[config.mk]
export PLATFORM = sky130hd
export DESIGN_NAME = pps_vid_src
export DESIGN_NICKNAME = d
export VERILOG_FILES = /design/src/pps_vid_src.sv
export SDC_FILE = /design/constraint.sdc
export NUM_CORES = 1
export LEC_CHECK = 0
export BUFFER_PORTS_ARGS = -buffer_cell sky130_fd_sc_hd__buf_2
export CAP_MARGIN = 20
export CORE_AREA = 2 2 39 41
export CTS_BUF_LIST = sky130_fd_sc_hd__clkbuf_4
export CTS_CLUSTER_DIAMETER = 150
export DETAILED_ROUTE_END_ITERATION = 8
export DIE_AREA = 0 0 41 43
export MAX_ROUTING_LAYER = met4
export PLACE_DENSITY = 0.56
export SLEW_MARGIN = 20
export SYNTH_ARGS = -nofsm -noshare
export SYNTH_HDL_FRONTEND = slang
export SYNTH_SLANG_ARGS = --single-unit
[constraint.sdc]
create_clock -name clk_in -period 1.1 [get_ports clk_in]
set_input_delay 0.275 -clock clk_in [delete_from_list [all_inputs] [get_ports clk_in]]
set_output_delay 0.275 -clock clk_in [all_outputs]
set_load 0.005 [all_outputs]
[src/pps_vid_src.sv]
`timescale 1ns/1ns
`default_nettype none
module pps_vid_src (
  input wire logic clk_in,
  input wire logic rst_in,
  input wire logic h_on_in,
  input wire logic v_on_in,
  input wire logic g_on_in,
  output logic h_out,
  output logic v_out,
  output logic g_out
);
  logic [6:0] cnt;
  // one frame of 96 cycles; pulses last at least 4 cycles so the pin filters see them
  always_ff @(posedge clk_in or posedge rst_in) begin
    if (rst_in) begin
      cnt <= 7'h00;
    end else begin
      cnt <= (cnt == 7'h5f) ? 7'h00 : cnt + 7'h01;
    end
  end
  // a source that is switched off parks its line low, as an idle sync line does
  assign h_out = h_on_in & (cnt[4:0] < 5'h04);
  assign v_out = v_on_in & (cnt < 7'h30);
  assign g_out = g_on_in & (cnt[3:0] < 4'h4);
endmodule
`default_nettype wire

Word-level counts from Yosys, hierarchy flattened
Cells that the tools add are included.
W data, S select, Z words.
{"block": "word_totals", "reg_bits": 7, "latch_bits": 0, "mem_bits_rw": 0, "mem_bits_ro": 0, "input_bits": 5, "output_inout_bits": 3, "wordCells": 10, "n_memories": 0}
{"block": "op_classes", "add_sub_neg": 1, "mul": 0, "div_mod_pow": 0, "magnitude_cmp": 3, "n_eq_ne": 1, "shifts": 0, "n_mux": 1, "bitwise": 3, "reduce_logical": 0}
{"cell": "$add A7 B1 Y7 const B", "count": 1}
{"cell": "$eq A7 B7 Y1 const B", "count": 1}
{"cell": "$lt A7 B6 Y1 const B", "count": 1}
{"cell": "$mux W7", "count": 1}
{"cell": "$lt A5 B3 Y1 const B", "count": 1}
{"cell": "$lt A4 B3 Y1 const B", "count": 1}
{"cell": "$and A1 B1 Y1", "count": 3}

Longest topological paths before layout
Gate-level depths: netlist of the first run.
{"block": "logic_depth", "word_depth": 2, "mapped_depth": 4, "depth_no_buf": 4}

Least setup slack after synthesis of the first run
OpenSTA, ideal clock, no wires.
{"block": "synth_timing", "path_kind": "flip-flop to flip-flop", "start": "reg cnt[2]", "end": "reg cnt[5]", "setup_time_ns": 0.125, "t_arrival_ns": 0.995, "required_time_ns": 0.975, "path_slack_ns": -0.020, "stages_incl_launch_ff": 5, "path_buffers": 1, "period_less_slack_ns": 1.120, "cell_sequence": "dfrtp_1 -> buf_4 -> and3_1 -> nand3_2 -> mux2_4"}
{"block": "synth_between", "elab_chain_len": 2, "word_cells_on_any_way": 3, "classes_between": "add/sub (1); eq/ne (1); mux (1)"}
{"element": "start, declared", "line_no": "13", "rtl": "logic [6:0] cnt;"}
{"element": "start signal, assigned", "line_no": "19", "rtl": "cnt <= (cnt == 7'h5f) ? 7'h00 : cnt + 7'h01;"}
{"element": "$add A7 B1 Y7 / $eq A7 B7 Y1 (equally long branches)", "line_no": "19"}
{"element": "$mux W7 (*)", "line_no": "19"}
Every way passes the cells marked *; elsewhere a longest branch is shown, timed or not.

Final worst setup path of the first run
{"block": "layout_timing", "start": "reg cnt[2]", "end": "out h_out"}
{"block": "layout_between", "elab_chain_len": 2}
{"element": "$lt A5 B3 Y1", "line_no": "23", "rtl": "assign h_out = h_on_in & (cnt[4:0] < 5'h04);"}
{"element": "$and A1 B1 Y1", "line_no": "23"}
{"element": "end, declared", "line_no": "9", "rtl": "output logic h_out,"}
Every way passes these cells.

==> qor.yml, run 1 <==
status:
  outcome: "finished, violations left"
  violations: "setup timing"
clocking:
  cts_buffers: 3
  htreeDepth: 1
  clock_latency_ps: 240
  cts-root-buf: "clkbuf_4"
  clk_pin_slew_worst_paths_ps: 50
  clockBufferDepth: 2
  tritoncts: "done"
  cts_num_sinks: 7
yosys:
  async_flop_share: 1.000
  ys_warn_count: 0
  syn_area_um2: 340.3
  ys_types: 20
  synth_seq_cells: 7
  netlist_instances: 30
  ys_seq_area_frac: 0.5147
  syn_nets: 36
  syn_avg_cell_area_um2: 11.34
  synth_edf_count: 0
  synthTopCellsByArea: "dfrtp_1, xor2_1, mux2_4, ha_1, and4b_2"
  synth_top_area_cell: "dfrtp_1"
  yosysTopAreaCellShare: 0.5147
  ys.flop_type: "dfrtp_1"
drt:
  via_per_inst: 4.328
  post_drt_wl_per_cell_um: 11.04
  ant_nets: 0
  vias: 290
  wirelength_um: 740
  dr.first_iter.drc_count: 0
  drc: 0
  drtPass1Iterations: 1
global_route:
  grt_pass1_wl_um: 1235
  gr-total-overflow: 0
  grt_start_max_net_pins: 8
  grtUsageTotal: 0.1051
  antenna_found_initial: 0
  grt_pass1_vias: 276
layout:
  fin_cells: 67
  layout_common_cells: "buf_4, dfrtp_1, buf_2"
  num_antenna_cells: 0
  stdcell_area_um2: 538.0
  area_growth_syn_to_layout_pct: 58.09
  multi_input_area_um2: 181.4
  seqCellArea_um2: 175.2
  reg_top3: "cnt (7)"
  drive_above_1_share: 0.5882
  num-nets-final: 58
  largest_reg_flops: 7
  regMostFlops: "cnt"
  num-fill-cells: 137
  mostFrequentLayoutCell: "buf_4"
floorplanning:
  io_pins: 8
  fp.dieH_um: 43
  die_w_um: 41
  start_util: 0.2459
  core-area_um2: 1384
  rows: 14
  dieArea_um2: 1763
timing:
  min_period_ps: 1307
  slew_violations: 0
  hold_viol_final: 0
  tightestPinTransition_ps: 269.3
  fin_hold_ws_ps: 495.4
  fin_crit_sh: 1.189
  rsz0062_at_grt: "yes"
  clock_skew_ps: 0.6570
  final-setup-viol-count: 6
  fmax_mhz: 764.8
  max-slew-margin-rel: 0.8202
  final.setup.worst_slack_ps: -207.5
critical_path:
  crit_fanout: 3
  arrival_ps: 1030
  start_kind: "register"
  critPathKind: "register to primary output"
  critical_path_required_ps: 820
  end_kind: "primary output"
place:
  place_area_um2: 445.4
  dp_slack_ps: -29.38
  dpl.cell_count: 59
  hpwl_um: 493.2
  port_buffers: 7
  gp_congestion: 0.7201
min_path:
  hold_class: "input port to async pin"
power_and_ir_drop:
  leakage_nw: 0.2681
  p_total_w: 0.0005325
  vdd.ir_drop.worst_mv: 0.5655
  p_per_area_nw_per_um2: 989.8
run:
  maxCapViolations: 0
-- stage by stage --
stage	util	TNS (ps)
floorplan	-	0
global placement	0.3219	-44.55
detailed placement	0.3219	-54.35
CTS	0.3797	-727.9
global route	0.3888	-969.1
finish	0.3888	-669.9
-- cells by family after synthesis --
family	Yosys count	synth area share
AOI/OAI and AO/OA	3	0.05515
xor gates and xnor gates	3	0.07722
adders and majority gates	1	0.03676
buffers and inverters	3	0.04413
DFF	7	0.5147
muxes	1	0.04410
and+or+nand+nor	12	0.2280
-- final timing paths --
| path | start | end | slack (ps) | cells after the start |
|---|---|---|---|---|
| max in group asynchronous | rst_in | cnt[6] | 390 | 3 |
| min | rst_in | cnt[1] | 500 | 3 |
| min reg2reg | cnt[1] | cnt[1] | 500 | 1 |
| max reg2reg | cnt[3] | cnt[5] | -100 | 4 |
| max | cnt[2] | h_out | -210 | 2 |
| min in group clk_in | cnt[1] | cnt[1] | 500 | 1 |
-- synth_stat cells, types with 2 or more instances --
cell type,instances
inv_1,2
dfrtp_1,7
nor2_1,2
xor2_1,2
nand3_1,2
-- repair_timing --
action                     4_1_cts  5_1_grt
hold buffers                     1        0
setup endpoints to repair        4        7
hold endpoints to repair         7        0
resized for setup                4        3
setup buffers                    3        0
pin swaps                        5        2
-- power breakdown --
part	total, W	switching (W)	internal (W)
Combinational	0.0000192	0.00000861	0.0000106
Clock	0.000256	0.0000926	0.000163
Sequential	0.000258	0	0.000258
Total	0.000533	0.000101	0.000431
-- worst max-delay path, stage by stage (launching register included) --
cell	delay [ps]
dfrtp_1	400
nor4b_2	250
buf_2	140
-- per-layer routing --
metal / track usage / vias up / part of all wire / wire [um]
met1: 0.1400 / 135 / 0.49 / 361
li1: - / 149 / - / -
met5: - / - / 0 / 0
met2: 0.1469 / 4 / 0.47 / 350
met4: 0.06000 / 0 / 0.0095 / 7
met3: 0.01571 / 2 / 0.027 / 20
-- layout make-up --
class	count	share of cell area
Inverter	2	0.01395
Clock buffer	4	0.05581
Tap cell	16	0.03721
Multi-Input combinational cell	20	0.3372
Timing Repair Buffer	18	0.2302
Sequential cell	7	0.3256
No activity file was read; power rests on OpenSTA's default activity.
==> inputs of run 2 (changes only) <==
--- a/config.mk
+++ b/config.mk
@@ -5,6 +5,7 @@
 export SDC_FILE = /design/constraint.sdc
 export NUM_CORES = 1
 export LEC_CHECK = 0
+export ABC_AREA = 1
 export BUFFER_PORTS_ARGS = -buffer_cell sky130_fd_sc_hd__buf_2
 export CAP_MARGIN = 20
 export CORE_AREA = 2 2 39 41
@@ -13,7 +14,7 @@
 export DETAILED_ROUTE_END_ITERATION = 8
 export DIE_AREA = 0 0 41 43
 export MAX_ROUTING_LAYER = met4
-export PLACE_DENSITY = 0.56
+export PLACE_DENSITY = 0.58
 export SLEW_MARGIN = 20
 export SYNTH_ARGS = -nofsm -noshare
 export SYNTH_HDL_FRONTEND = slang
==> qor.yml, run 2 <==
floorplanning:
  dieArea_um2: 1763  # unchanged
  start_util: 0.2559  # +0.009946
  fp.dieH_um: 43  # unchanged
  io_pins: 8  # unchanged
  core-area_um2: 1384  # unchanged
  rows: 14  # unchanged
  die_w_um: 41  # unchanged
timing:
  max-slew-margin-rel: 0.8144  # -0.005836
  min_period_ps: 1274  # -33.95 ps
  fin_crit_sh: 1.158  # -0.03086
  clock_skew_ps: 9.307  # +8.650 ps
  final.setup.worst_slack_ps: -173.5  # +33.95 ps
  final-setup-viol-count: 3  # -3
  hold_viol_final: 0  # unchanged
  slew_violations: 0  # unchanged
  fmax_mhz: 785.2  # +2.7%
  fin_hold_ws_ps: 494.6  # -0.8480 ps
  tightestPinTransition_ps: 278.1  # +8.745 ps
  rsz0062_at_grt: "yes"
clocking:
  cts_num_sinks: 7  # unchanged
  clock_latency_ps: 260  # +20 ps
  htreeDepth: 1  # unchanged
  tritoncts: "done"
  clk_pin_slew_worst_paths_ps: 60  # about the same
  clockBufferDepth: 2  # unchanged
  cts_buffers: 3  # unchanged
  cts-root-buf: "clkbuf_4"
yosys:
  synth_edf_count: 0  # unchanged
  netlist_instances: 42  # +40%
  syn_nets: 48  # +33%
  ys_seq_area_frac: 0.4947  # -0.02001
  synth_seq_cells: 7  # unchanged
  synthTopCellsByArea: "dfrtp_1, inv_1, nand3_1, nand2_1, a21oi_1"
  async_flop_share: 1.000  # unchanged
  yosysTopAreaCellShare: 0.4947  # -0.02001
  yosys-top-cells-count: "dfrtp_1, inv_1, nand2_1, nand3_1, nor2_1"
  syn_area_um2: 354.1  # +4.0%
  ys_warn_count: 0  # unchanged
  synth_top_area_cell: "dfrtp_1"
  ys.flop_type: "dfrtp_1"
  ys_types: 15  # -25%
  syn_avg_cell_area_um2: 8.431  # -26%
power_and_ir_drop:
  p_per_area_nw_per_um2: 947.2  # -4.3%
  vdd.ir_drop.worst_mv: 0.3013  # -47%
  leakage_nw: 0.2906  # +8.4%
critical_path:
  arrival_ps: 1000  # -30 ps
  end_kind: "primary output"
  start_kind: "register"
  critical_path_required_ps: 820  # about the same
  critPathKind: "register to primary output"
  r2r_start: "cnt[0]"
  timing.rr.end: "cnt[4]"
  r2r_cells: 6  # +2
  rrSetupSlack_ps: 50  # +150 ps
  crit_fanout: 3  # unchanged
global_route:
  grt_start_max_net_pins: 8  # unchanged
  grtUsageTotal: 0.1156  # +0.01048
  grt_pass1_vias: 323  # +17%
  grt_pass1_wl_um: 1317  # +6.6%
  gr-total-overflow: 0  # unchanged
  antenna_found_initial: 0  # unchanged
layout:
  num_antenna_cells: 0  # unchanged
  largest_reg_flops: 7  # unchanged
  area_growth_syn_to_layout_pct: 64.66
  regMostFlops: "cnt"
  postLayoutCoreUtil: 0.4213  # +0.03255
  multi_input_area_um2: 188.9  # +4.1%
  mostFrequentLayoutCell: "buf_4"
  reg_top3: "cnt (7)"
  num-fill-cells: 142  # +3.6%
  fin_cells: 82  # +22%
  drive_above_1_share: 0.6061  # +0.01783
  seqCellArea_um2: 176.4  # +0.71%
  layout_common_cells: "buf_4, buf_2, dfrtp_1"
  stdcell_area_um2: 583.1  # +8.4%
  num-nets-final: 73  # +26%
min_path:
  hold_class: "input port to async pin"
status:
  violations: "setup timing"
  outcome: "finished, violations left"
drt:
  drc: 0  # unchanged
  vias: 381  # +31%
  ant_nets: 0  # unchanged
  via_per_inst: 4.646  # +7.3%
  dr.first_iter.drc_count: 12  # +12
  drtPass1Iterations: 4  # +3
  post_drt_wl_per_cell_um: 11.16  # +1.0%
  wirelength_um: 915  # +24%
run:
  maxCapViolations: 0  # unchanged
place:
  port_buffers: 7  # unchanged
  dpl.cell_count: 70  # +19%
  gp_congestion: 0.7157  # -0.61%
  place_area_um2: 446.7  # +0.28%
  hpwl_um: 530.6  # +7.6%
run 2: cell count changes in the layout (fill, tap and decap cells not counted), sizes merged, moves of 2 or more:
cell,before,now
a21oi,0,4
buf,17,19
inv,2,8
nand2,1,7
nand3,3,5
nor2,2,6
run 2: stage by stage:
stage	TNS (ps)	setup WS (ps)	power, W
2_1_floorplan	0	14.19	0.0002700
3_3_place_gp	0	7.876	0.0002795
3_5_place_dp	-20.79	-20.79	0.0002800
4_1_cts	-436.4	-160.9	0.0005518
5_1_grt	-721.3	-246.9	0.0005661
6_report	-472.2	-173.5	0.0005523
run 2: how the worst max path moves through the flow:
stage | slack [ps] | startpoint | end
after floorplan | 10 | cnt[0] | cnt[4]
after global routing | -250 | cnt[3] | h_out
after CTS | -160 | cnt[2] | g_out
after detailed placement | -20 | cnt[0] | cnt[4]
after global placement | 8 | cnt[0] | cnt[4]
final | -170 | cnt[3] | h_out
run 2: logic make-up (layout without fill, tap and decap cells):
logic type	count (synthesis)	in the layout	share of synthesized area
AOI/OAI and AO/OA	5	5	0.08834
xor gates and xnor gates	1	1	0.02474
adders and majority gates	1	1	0.03533
buffers and inverters	8	32	0.08481
DFF	7	7	0.4947
and+or+nand+nor	20	20	0.2720
run 2: routing by layer:
layer | track usage | vias to the layer above | wire, um
met3 | 0.01571 | 3 | 37
li1 | - | 180 | -
met1 | 0.1396 | 183 | 374
met2 | 0.1688 | 15 | 491
met4 | 0.08000 | 0 | 12
met5 | - | - | 0
run 2: where the power goes:
group / internal, W / total, W / switching (W) / leakage [nW]
clock: 0.000164 / 0.000273 / 0.000109 / 0.0184
combinational: 0.0000118 / 0.0000215 / 0.00000964 / 0.189
sequential: 0.000257 / 0.000257 / 0 / 0.0830
run 2: what timing repair did:
| action | 4_1_cts | 5_1_grt |
|---|---|---|
| setup endpoints to repair | 4 | 8 |
| pin swaps | 1 | 4 |
| endpoints found under the hold margin | 7 | 0 |
| buffers inserted | 4 | 4 |
| hold buffers | 1 | 0 |
| resized for setup | 5 | 10 |
run 2: layout make-up:
type | instances | share of cell area
Multi-Input combinational cell | 27 | 0.3240
Sequential cell | 7 | 0.3026
Timing Repair Buffer | 20 | 0.2318
Inverter | 8 | 0.05579
Clock buffer | 4 | 0.05150
Tap cell | 16 | 0.03433
run 2: critical path, cell delays in order (launching register included):
cell,delay [ps]
dfrtp_1,410
inv_2,80
nand3_2,60
nor2_1,70
buf_2,110
